[config.mk]
export PLATFORM = sky130hd
export DESIGN_NAME = two_wire_slave_receiver
export DESIGN_NICKNAME = d
export VERILOG_FILES = /design/src/shared/two_wire_pkg.sv /design/src/shared/bus_events_if.sv /design/src/logic/line_sync.sv /design/src/logic/byte_shifter.sv /design/src/logic/two_wire_slave_receiver.sv
export SDC_FILE = /design/constraint.sdc
export NUM_CORES = 1
export LEC_CHECK = 0
export BUFFER_PORTS_ARGS = -buffer_cell sky130_fd_sc_hd__buf_2
export CAP_MARGIN = 20
export CORE_MARGIN = 1.5
export CORE_UTILIZATION = 49
export DETAILED_ROUTE_END_ITERATION = 8
export GPL_TIMING_DRIVEN = 0
export PLACE_DENSITY = 0.78
export SLEW_MARGIN = 5
export SYNTH_ARGS = -nofsm -noshare
export SYNTH_HDL_FRONTEND = slang
export SYNTH_HIERARCHICAL = 1
export SYNTH_SLANG_ARGS = --single-unit
[constraint.sdc]
create_clock -name sys_clk -period 2.3 [get_ports sys_clk]
set_input_delay 0.69 -clock sys_clk [delete_from_list [all_inputs] [get_ports sys_clk]]
set_output_delay 0.69 -clock sys_clk [all_outputs]
set_load 0.01 [all_outputs]
[src/shared/two_wire_pkg.sv]
// constants, field layouts and state types of the two-wire slave receiver
// assumes a 200 MHz system clock and a 32-bit avalon-mm register port
package two_wire_pkg;

    // ****************************************
    // register byte offsets
    // ****************************************
    localparam logic [4:0] OFS_OWN_ADDR = 5'h00;
    localparam logic [4:0] OFS_CONTROL = 5'h04;
    localparam logic [4:0] OFS_STATUS = 5'h08;
    localparam logic [4:0] OFS_DATA = 5'h0c;
    localparam logic [4:0] OFS_EVT_STATUS = 5'h10;
    localparam logic [4:0] OFS_EVT_MASK = 5'h14;
    localparam logic [4:0] OFS_POWER = 5'h18;

    // ****************************************
    // serial_control bit positions
    // ****************************************
    localparam int CTL_IRQ_FLAG = 7;
    localparam int CTL_ACK_ENABLE = 6;
    localparam int CTL_START_REQ = 5;
    localparam int CTL_STOP_REQ = 4;
    localparam int CTL_WCOL = 3;
    localparam int CTL_IFACE_EN = 2;
    localparam int CTL_IRQ_EN = 0;

    // ****************************************
    // event bits, reset values, bus constants
    // ****************************************
    localparam int EVT_ADDRESSED = 0;
    localparam int EVT_BYTE_RX = 1;
    localparam int EVT_STOP = 2;
    localparam int EVT_W = 3;
    localparam int PWR_DEEP_SLEEP = 0;
    localparam logic [7:0] RST_BYTE = 8'h00;
    localparam logic [7:0] STATUS_IDLE = 8'hf8;
    localparam logic [6:0] GENERAL_CALL_ADDR = 7'h00;
    localparam logic [3:0] BITS_PER_BYTE = 4'h8;

    // ****************************************
    // status codes, prescaler bits zero
    // ****************************************
    localparam logic [7:0] ST_OWN_W_ACK = 8'h60;
    localparam logic [7:0] ST_ARB_OWN_W_ACK = 8'h68;
    localparam logic [7:0] ST_GC_ACK = 8'h70;
    localparam logic [7:0] ST_ARB_GC_ACK = 8'h78;
    localparam logic [7:0] ST_DATA_ACK = 8'h80;
    localparam logic [7:0] ST_DATA_NACK = 8'h88;
    localparam logic [7:0] ST_GC_DATA_ACK = 8'h90;
    localparam logic [7:0] ST_GC_DATA_NACK = 8'h98;

    typedef enum logic [3:0] {
        SL_IDLE, SL_ADDR, SL_ADDR_ACK_PREP, SL_ADDR_ACK,
        SL_DATA, SL_DATA_ACK_PREP, SL_DATA_ACK, SL_HOLD, SL_IGNORE
    } slave_state_e;

endpackage

[src/shared/bus_events_if.sv]
// bus line events passed from the line synchroniser to its consumers
// assumes every signal is a one-cycle pulse on sys_clk except sda_level
`timescale 1ns/100ps
interface bus_events_if;
    logic scl_rise;
    logic scl_fall;
    logic start_seen;
    logic stop_seen;
    logic sda_level;

    modport src (output scl_rise, output scl_fall, output start_seen,
        output stop_seen, output sda_level);
    modport sink (input scl_rise, input scl_fall, input start_seen,
        input stop_seen, input sda_level);
endinterface

[src/logic/line_sync.sv]
// two-flop synchroniser of scl and sda with edge, start and stop detection
// assumes the bus lines are asynchronous to sys_clk and far slower
`timescale 1ns/100ps
module line_sync (
    // clock and reset
    input wire logic sys_clk,
    input wire logic reset_n,
    // bus pins
    input wire logic scl_in,
    input wire logic sda_in,
    // decoded events
    bus_events_if.src ev
);
    typedef struct packed {
        logic scl_s1;
        logic scl_s2;
        logic sda_s1;
        logic sda_s2;
        logic scl_d;
        logic sda_d;
    } sync_s;

    sync_s sync_reg;
    sync_s sync_next;

    always_comb begin
        sync_next = sync_reg;
        sync_next.scl_s1 = scl_in;
        sync_next.scl_s2 = sync_reg.scl_s1;
        sync_next.sda_s1 = sda_in;
        sync_next.sda_s2 = sync_reg.sda_s1;
        sync_next.scl_d = sync_reg.scl_s2;
        sync_next.sda_d = sync_reg.sda_s2;
    end

    always_ff @(posedge sys_clk or negedge reset_n) begin
        if (!reset_n) begin
            // idle bus is high on both lines
            sync_reg <= '1;
        end else begin
            sync_reg <= sync_next;
        end
    end

    assign ev.scl_rise = sync_reg.scl_s2 & ~sync_reg.scl_d;
    assign ev.scl_fall = ~sync_reg.scl_s2 & sync_reg.scl_d;
    assign ev.start_seen = sync_reg.scl_s2 & sync_reg.scl_d & sync_reg.sda_d & ~sync_reg.sda_s2;
    assign ev.stop_seen = sync_reg.scl_s2 & sync_reg.scl_d & ~sync_reg.sda_d & sync_reg.sda_s2;
    assign ev.sda_level = sync_reg.sda_s2;
endmodule

[src/logic/byte_shifter.sv]
// collects eight sda bits per byte on scl rising edges, skips the ack bit
// assumes events from line_sync; a start realigns the bit count
`timescale 1ns/100ps
module byte_shifter (
    // clock and reset
    input wire logic sys_clk,
    input wire logic reset_n,
    // bus events
    bus_events_if.sink ev,
    // received byte
    output logic [7:0] byte_val,
    output logic byte_done
);
    import two_wire_pkg::*;

    typedef struct packed {
        logic [7:0] shift;
        logic [3:0] cnt;
        logic done;
    } shift_s;

    shift_s sh_reg;
    shift_s sh_next;

    always_comb begin
        sh_next = sh_reg;
        sh_next.done = 1'b0;
        if (ev.start_seen) begin
            sh_next.cnt = 4'h0;
        end else if (ev.scl_rise) begin
            if (sh_reg.cnt == BITS_PER_BYTE) begin
                // ninth clock carries the ack, not data
                sh_next.cnt = 4'h0;
            end else begin
                sh_next.shift = {sh_reg.shift[6:0], ev.sda_level};
                sh_next.cnt = sh_reg.cnt + 4'h1;
                sh_next.done = (sh_reg.cnt == BITS_PER_BYTE - 4'h1);
            end
        end
    end

    always_ff @(posedge sys_clk or negedge reset_n) begin
        if (!reset_n) begin
            sh_reg <= '0;
        end else begin
            sh_reg <= sh_next;
        end
    end

    assign byte_val = sh_reg.shift;
    assign byte_done = sh_reg.done;
endmodule

[src/logic/two_wire_slave_receiver.sv]
// slave receiver of a byte-oriented two-wire serial interface, avalon-mm registers
// assumes open-drain scl/sda pads outside and a 200 MHz sys_clk
//
// What this block does
// answers the address held in the upper seven own-address bits
// own-address bit zero enables answering the general call address
// software enables the interface and writes the flag bit as zero
// address acknowledged only while ack_enable is one
// software writes start and stop request as zero for reception
// write direction enters slave receive, read direction slave transmit; here read direction only sets st_mode and waits in SL_IGNORE
// own address with write received sets flag and valid status
// addressed after lost arbitration reports 0x68 or 0x78
// ack_enable cleared mid-transfer gives nack after next data byte
// with ack_enable zero, keep watching bus, resume when set
// deep sleep still recognises and acknowledges address from bus clock
// after waking match, scl held low until flag cleared by one
// data register not updated while asleep; contents unreliable
// after 0x60 clear flag, next byte acked per ack_enable
// after 0x68 clear flag, next byte acked per ack_enable
// after 0x70 clear flag, next byte acked per ack_enable
// status compared with prescaler bits zero
// writing one to flag clears it and continues; zero leaves it
// interrupt raised while flag set and irq_enable is one
//
// Local design decisions: the placing of the registers and register access over Avalon-MM.
`timescale 1ns/100ps
module two_wire_slave_receiver (
    // clock and reset
    input wire logic sys_clk,
    input wire logic reset_n,
    // avalon-mm register slave
    input wire logic [4:0] avs_address,
    input wire logic avs_read,
    input wire logic avs_write,
    input wire logic [31:0] avs_writedata,
    input wire logic [3:0] avs_byteenable,
    output logic [31:0] avs_readdata,
    output logic avs_waitrequest,
    // open-drain bus pins
    input wire logic scl_in,
    output logic scl_out,
    output logic scl_oe,
    input wire logic sda_in,
    output logic sda_out,
    output logic sda_oe,
    // master side, same clock
    input wire logic master_arb_lost,
    // system
    output logic irq,
    output logic wake_req
);
    import two_wire_pkg::*;

    // ****************************************
    // state
    // ****************************************
    typedef struct packed {
        slave_state_e state;
        logic [7:0] own_addr;
        logic irq_flag;
        logic ack_enable;
        logic start_req;
        logic stop_req;
        logic wcol;
        logic iface_en;
        logic irq_en;
        logic [7:0] status;
        logic [7:0] data;
        logic deep_sleep;
        logic [EVT_W-1:0] evt;
        logic [EVT_W-1:0] evt_mask;
        logic gc_active;
        logic nack_pending;
        logic st_mode;
        logic served;
        logic [31:0] rdata;
    } top_s;

    top_s r_reg;
    top_s r_next;

    bus_events_if ev ();
    logic [7:0] rx_byte;
    logic rx_done;

    line_sync u_sync (
        .sys_clk(sys_clk),
        .reset_n(reset_n),
        .scl_in(scl_in),
        .sda_in(sda_in),
        .ev(ev)
    );

    byte_shifter u_shift (
        .sys_clk(sys_clk),
        .reset_n(reset_n),
        .ev(ev),
        .byte_val(rx_byte),
        .byte_done(rx_done)
    );

    // ****************************************
    // helpers
    // ****************************************
    function automatic logic hit(input logic [4:0] addr, input logic [4:0] ofs);
        hit = (addr == ofs);
    endfunction

    function automatic logic [7:0] lane0(input logic [7:0] old, input logic [31:0] wd,
        input logic [3:0] be);
        lane0 = be[0] ? wd[7:0] : old;
    endfunction

    logic req;
    logic acc_wr;
    logic acc_rd;
    logic [7:0] ctl_view;
    logic [7:0] wr_byte;
    logic own_hit;
    logic gc_hit;
    logic flag_set;
    logic flag_clr;
    logic [EVT_W-1:0] evt_set;

    assign req = avs_read | avs_write;
    // request taken on the second cycle, once read data is registered
    assign acc_wr = avs_write & r_reg.served;
    assign acc_rd = avs_read & r_reg.served;
    assign wr_byte = avs_writedata[7:0];

    always_comb begin
        ctl_view = RST_BYTE;
        ctl_view[CTL_IRQ_FLAG] = r_reg.irq_flag;
        ctl_view[CTL_ACK_ENABLE] = r_reg.ack_enable;
        ctl_view[CTL_START_REQ] = r_reg.start_req;
        ctl_view[CTL_STOP_REQ] = r_reg.stop_req;
        ctl_view[CTL_WCOL] = r_reg.wcol;
        ctl_view[CTL_IFACE_EN] = r_reg.iface_en;
        ctl_view[CTL_IRQ_EN] = r_reg.irq_en;
    end

    // address compare against the received byte
    assign own_hit = (rx_byte[7:1] == r_reg.own_addr[7:1]);
    assign gc_hit = (rx_byte[7:1] == GENERAL_CALL_ADDR) & r_reg.own_addr[0];

    // ****************************************
    // next state
    // ****************************************
    always_comb begin
        r_next = r_reg;
        flag_set = 1'b0;
        evt_set = '0;

        // avalon handshake: one wait cycle, data registered in it
        r_next.served = req & ~r_reg.served;
        if (req & ~r_reg.served) begin
            r_next.rdata = '0;
            if (hit(avs_address, OFS_OWN_ADDR)) begin
                r_next.rdata[7:0] = r_reg.own_addr;
            end else if (hit(avs_address, OFS_CONTROL)) begin
                r_next.rdata[7:0] = ctl_view;
            end else if (hit(avs_address, OFS_STATUS)) begin
                // prescaler bits [1:0] always read zero
                r_next.rdata[7:0] = r_reg.status;
            end else if (hit(avs_address, OFS_DATA)) begin
                r_next.rdata[7:0] = r_reg.data;
            end else if (hit(avs_address, OFS_EVT_STATUS)) begin
                r_next.rdata[EVT_W-1:0] = r_reg.evt;
            end else if (hit(avs_address, OFS_EVT_MASK)) begin
                r_next.rdata[EVT_W-1:0] = r_reg.evt_mask;
            end else if (hit(avs_address, OFS_POWER)) begin
                r_next.rdata[PWR_DEEP_SLEEP] = r_reg.deep_sleep;
            end
        end

        // ****************************************
        // slave sequencer
        // ****************************************
        if (!r_reg.iface_en) begin
            r_next.state = SL_IDLE;
            r_next.nack_pending = 1'b0;
        end else if (ev.stop_seen) begin
            r_next.state = SL_IDLE;
            evt_set[EVT_STOP] = 1'b1;
        end else if (ev.start_seen) begin
            // every start re-arms recognition, so ack_enable may return anytime
            r_next.state = SL_ADDR;
            r_next.st_mode = 1'b0;
        end else begin
            case (r_reg.state)
                SL_ADDR: begin
                    if (rx_done) begin
                        if (r_reg.ack_enable && own_hit && !rx_byte[0]) begin
                            r_next.gc_active = 1'b0;
                            r_next.status = master_arb_lost ? ST_ARB_OWN_W_ACK
                                : ST_OWN_W_ACK;
                            r_next.state = SL_ADDR_ACK_PREP;
                        end else if (r_reg.ack_enable && gc_hit) begin
                            r_next.gc_active = 1'b1;
                            r_next.status = master_arb_lost ? ST_ARB_GC_ACK
                                : ST_GC_ACK;
                            r_next.state = SL_ADDR_ACK_PREP;
                        end else begin
                            // read direction only sets st_mode, then the sequencer waits in SL_IGNORE
                            r_next.st_mode = r_reg.ack_enable & own_hit & rx_byte[0];
                            r_next.state = SL_IGNORE;
                        end
                    end
                end
                SL_ADDR_ACK_PREP: begin
                    if (ev.scl_fall) begin
                        r_next.state = SL_ADDR_ACK;
                    end
                end
                SL_ADDR_ACK: begin
                    if (ev.scl_fall) begin
                        flag_set = 1'b1;
                        evt_set[EVT_ADDRESSED] = 1'b1;
                        r_next.nack_pending = 1'b0;
                        r_next.state = SL_HOLD;
                    end
                end
                SL_DATA: begin
                    if (rx_done) begin
                        // bus clock alone runs while asleep; keep old byte
                        if (!r_reg.deep_sleep) begin
                            r_next.data = rx_byte;
                        end
                        r_next.nack_pending = ~r_reg.ack_enable;
                        if (r_reg.gc_active) begin
                            r_next.status = r_reg.ack_enable ? ST_GC_DATA_ACK
                                : ST_GC_DATA_NACK;
                        end else begin
                            r_next.status = r_reg.ack_enable ? ST_DATA_ACK
                                : ST_DATA_NACK;
                        end
                        r_next.state = SL_DATA_ACK_PREP;
                    end
                end
                SL_DATA_ACK_PREP: begin
                    if (ev.scl_fall) begin
                        r_next.state = SL_DATA_ACK;
                    end
                end
                SL_DATA_ACK: begin
                    if (ev.scl_fall) begin
                        flag_set = 1'b1;
                        evt_set[EVT_BYTE_RX] = 1'b1;
                        r_next.state = SL_HOLD;
                    end
                end
                SL_HOLD: begin
                    // scl stays low until software releases the flag
                    if (!r_reg.irq_flag) begin
                        r_next.state = r_reg.nack_pending ? SL_IGNORE : SL_DATA;
                    end
                end
                SL_IDLE, SL_IGNORE: begin
                    r_next.state = r_reg.state;
                end
                default: begin
                    r_next.state = SL_IDLE;
                end
            endcase
        end

        // ****************************************
        // register writes
        // ****************************************
        flag_clr = 1'b0;
        if (acc_wr && avs_byteenable[0]) begin
            if (hit(avs_address, OFS_OWN_ADDR)) begin
                r_next.own_addr = lane0(r_reg.own_addr, avs_writedata, avs_byteenable);
            end else if (hit(avs_address, OFS_CONTROL)) begin
                flag_clr = wr_byte[CTL_IRQ_FLAG];
                r_next.ack_enable = wr_byte[CTL_ACK_ENABLE];
                r_next.start_req = wr_byte[CTL_START_REQ];
                r_next.stop_req = wr_byte[CTL_STOP_REQ];
                r_next.iface_en = wr_byte[CTL_IFACE_EN];
                r_next.irq_en = wr_byte[CTL_IRQ_EN];
            end else if (hit(avs_address, OFS_DATA)) begin
                // data is only writable while the flag holds the bus
                if (r_reg.irq_flag) begin
                    r_next.data = wr_byte;
                    r_next.wcol = 1'b0;
                end else begin
                    r_next.wcol = 1'b1;
                end
            end else if (hit(avs_address, OFS_EVT_MASK)) begin
                r_next.evt_mask = wr_byte[EVT_W-1:0];
            end else if (hit(avs_address, OFS_POWER)) begin
                r_next.deep_sleep = wr_byte[PWR_DEEP_SLEEP];
            end
        end

        // hardware set wins over a clear in the same cycle
        r_next.irq_flag = flag_set | (r_reg.irq_flag & ~flag_clr);
        if (acc_rd && hit(avs_address, OFS_EVT_STATUS)) begin
            // clear only what the read returned; a later event survives
            r_next.evt = evt_set | (r_reg.evt & ~r_reg.rdata[EVT_W-1:0]);
        end else begin
            r_next.evt = r_reg.evt | evt_set;
        end
        if (!r_next.iface_en) begin
            r_next.irq_flag = 1'b0;
        end
    end

    // ****************************************
    // registers
    // ****************************************
    always_ff @(posedge sys_clk or negedge reset_n) begin
        if (!reset_n) begin
            r_reg <= '0;
            r_reg.state <= SL_IDLE;
            r_reg.status <= STATUS_IDLE;
        end else begin
            r_reg <= r_next;
        end
    end

    // ****************************************
    // outputs
    // ****************************************
    assign avs_waitrequest = req & ~r_reg.served;
    assign avs_readdata = r_reg.rdata;

    // open drain: only ever pull low
    assign scl_out = 1'b0;
    assign sda_out = 1'b0;
    // stretch covers a wake from deep sleep; long start-up blocks the bus
    assign scl_oe = (r_reg.state == SL_HOLD) & r_reg.irq_flag;
    // deep sleep takes the same path, so matches still get acked
    assign sda_oe = (r_reg.state == SL_ADDR_ACK)
        | ((r_reg.state == SL_DATA_ACK) & ~r_reg.nack_pending);

    assign irq = (r_reg.irq_flag & r_reg.irq_en) | (|(r_reg.evt & r_reg.evt_mask));
    assign wake_req = r_reg.deep_sleep & r_reg.irq_flag;
endmodule

==> metrics.md <==
| Metric | Value |
|---|---|
| Fin nets | `482` |
| Total Routing Usage GR | `21.6%` |
| Die X | `91.5 um` |
| Status | `finished, violations left` |
| Cell taking the most area after synthesis | `dfrtp_1` |
| CTS tree | `yes` |
| First-pass GRT wire length | `13.9 mm` |
| Largest net degree at the start of global routing | `69` |
| Max Root-Sink Buffers | `2` |
| Failing checks | `negative setup slack` |
| Total Power | `3.26 mW` |
| Commonest non-fill, non-tap cells in the layout | `buf_4 (56), dfrtp_1 (54), buf_2 (30), conb_1 (26)` |
| CTS sink cnt | `68` |
| Leading register cell type out of synthesis | `dfrtp_1` |
| Share of post-route cells with drive strength above 1 | `42.6%` |
| Number of hold buffers added after CTS | `0` |
| Worst R2R Setup Slack | `-0.01 ns` |
| Nature of the critical path startpoint | `register` |
| Port Buffers | `31` |
| Area Overhead vs Synth | `21.8%` |
| Final setup fails | `2` |
| CP Capture Type | `register` |
| Total Wirelength | `8.66 mm` |
| Reg2reg end | `r_reg[76]` |
| Initial detailed-routing violation count | `191` |
| Vias in the first global route | `2878` |
| I/O pins | `87` |
| Ant diodes | `0` |
| Crit path largest cell delay | `0.53 ns` |
| Pleak | `2.12 nW` |
| Via total after detailed routing | `2972` |
| Latest clock arrival within the worst-skew pair | `0.36 ns` |
| Cell count after synthesis | `355` |
| H-tree Lvls | `3` |
| Final Util | `61.1%` |
| Clk root buf | `clkbuf_8` |
| Final period utilization | `101%` |
| Num CTS Buffers | `9` |
| Cell Chain, Critical Path | `and4b_2 > or3b_4 > or3_4 > or4_4 > a211oi_2` |
| Most common cell after layout, fill and taps aside | `buf_4` |
| Die area | `8370 um^2` |
| Hpwl dp | `5.93 mm` |
| Drt first pass iters | `4` |
| Arr. time, crit path | `2.57 ns` |
| Critical path fanouts, max | `4` |
| Routed len/inst | `16.1 um` |
| Crit path max-delay family | `simple AND/OR/NAND/NOR gates` |
| Max rail drop VDD | `0.000583 V` |
| Worst slew pin tran | `0.834 ns` |
| Rows | `32` |
| Pwr dens | `697 nW/um^2` |
| Max FFs per register | `34` |
| Worst Skew | `0.0144 ns` |
| Post-Syn Area | `3840 um^2` |
| Routability congestion estimate | `0.945` |
| Hold Crit Depth | `0` |
| Antenna violations before repair | `0` |
| Synth top area share | `37.8%` |
| Final Max Slew Viols | `0` |
| Post-route minimum period | `2.31 ns` |
| FF-to-FF Start | `u_sync/ev.sda_level` |
| Post-synth ARST share | `100%` |
| Slowest cell on the critical path | `dfstp_2` |
| Post-route ant nets | `0` |
| Hold Path End | `u_sync/sync_next[1]` |
| Rel. slew slack | `44.4%` |
| Starting Density | `50.2%` |
| Worst hold slack | `0.358 ns` |
| Yosys warns | `6` |
| Grt ovf | `0` |
| Avg Vias per Cell | `5.51` |
| Final Instance Area | `4670 um^2` |
| RSZ-0062 raised after global routing | `yes` |
| Core Area | `7650 um^2` |
| Hold Path Origin | `u_sync/sync_next[4]` |
| Final Hold Fails | `0` |
| R2R cell count | `5` |
| Number of buffers and inverters on the critical path | `0` |
| CP Data Required Time | `2.56 ns` |
| Die extent in y | `91.5 um` |
| Setup_tns | `-0.0157 ns` |
| Critical path type | `register to register` |
| Flop and latch count out of synthesis | `68` |
| Max Freq | `432 MHz` |
| Clock Pin Slew Worst Setup and Hold Paths | `0.07 ns` |
| Max-cap viol count | `0` |
| Dpl cell area | `4220 um^2` |
| Final WS setup | `-0.0149 ns` |
| Area contributors post-synth | `dfrtp_1 (38%), buf_4 (8.2%), dfstp_2 (6.8%)` |
| Seq/Total Area, Yosys | `44.7%` |
| Syn_area_per_cell | `10.8 um^2` |
| Hold Crit Class | `register to register` |
| DRC | `0` |
| Yosys cell types | `60` |
| Post-synth EDFFs | `0` |
-- area by class of cell --
| class | count | area (um^2) |
|---|---|---|
| inverters | 9 | 33.8 |
| well taps | 102 | 128 |
| flip-flops and latches | 68 | 1720 |
| multi-input cells | 247 | 1910 |
| fillers | 621 | 2970 |
| repair buffers | 47 | 303 |
| clock buffers | 10 | 128 |
| plain buffers | 50 | 365 |
| clock inverters | 6 | 90.1 |
-- cell families after synthesis --
group	count (synthesis)	share of synthesized area, %
multiplexers	43	14.5
adder cells (fa/ha/maj)	2	0.652
flip-flops	68	44.7
AO/OA/AOI/OAI	68	12.4
XOR/XNOR	7	1.60
AND/OR/NAND/NOR	101	15.3
buffers and inverters	65	10.7
other	1	0.0977
-- synthesized netlist by cell type (3+ instances only) --
cell,n
a211oi_1,5
a21oi_1,20
a22o_1,8
a22oi_1,3
buf_4,42
clkbuf_1,11
dfrtp_1,58
dfstp_2,10
inv_1,9
mux2_2,20
mux2_4,8
mux2i_1,10
mux4_2,5
nand2_1,17
nand2b_1,7
nand3_1,4
nand4_1,6
nor2_1,20
nor2b_1,6
nor3_1,10
nor3b_1,3
o21ai_0,7
o22ai_1,4
or4_1,3
xnor2_1,7
-- metal layers --
metal	share of wire, %	vias up	track usage [%]
met5	0	-	0
li1	-	1383	-
met1	41	1446	25.5
met2	51	125	36.9
met3	5.9	18	4.52
met4	2.3	0	11.1
-- worst max-delay path by stage --
stage,slack (ns),depth (start not counted),start,end
4_1_cts,-0.06,5,r_reg[74],sda_oe
6_report,-0.01,5,u_sync/ev.sda_level,r_reg[76]
3_5_place_dp,-0.34,4,avs_address[4],ctl_view[5]
2_1_floorplan,0.006,6,u_shift/byte_val[2],r_reg[35]
3_3_place_gp,-0.30,4,avs_address[4],ctl_view[6]
5_1_grt,-0.08,6,u_sync/ev.sda_level,r_reg[75]
-- per-stage QoR --
| stage | setup slack [ns] | std cells |
|---|---|---|
| floorplan | 0.00592 | 380 |
| detailed placement | -0.339 | 513 |
| CTS | -0.0648 | 538 |
| global placement | -0.302 | 513 |
| finish | -0.0149 | 539 |
| global route | -0.0776 | 539 |
-- power breakdown --
group / switching [mW] / total [mW] / internal [mW]
Clock: 0.480 / 1.09 / 0.612
Combinational: 0.297 / 0.692 / 0.394
Sequential: 0.141 / 1.47 / 1.33
-- timing repair --
| item | in CTS | in global routing |
|---|---|---|
| hold endpoints to repair | 0 | 0 |
| gates resized for setup | 18 | 26 |
| setup buffers | 13 | 3 |
| endpoints found under the setup margin | 17 | 30 |
| pin swaps | 8 | 3 |
Power figures use the tool's default switching activity.
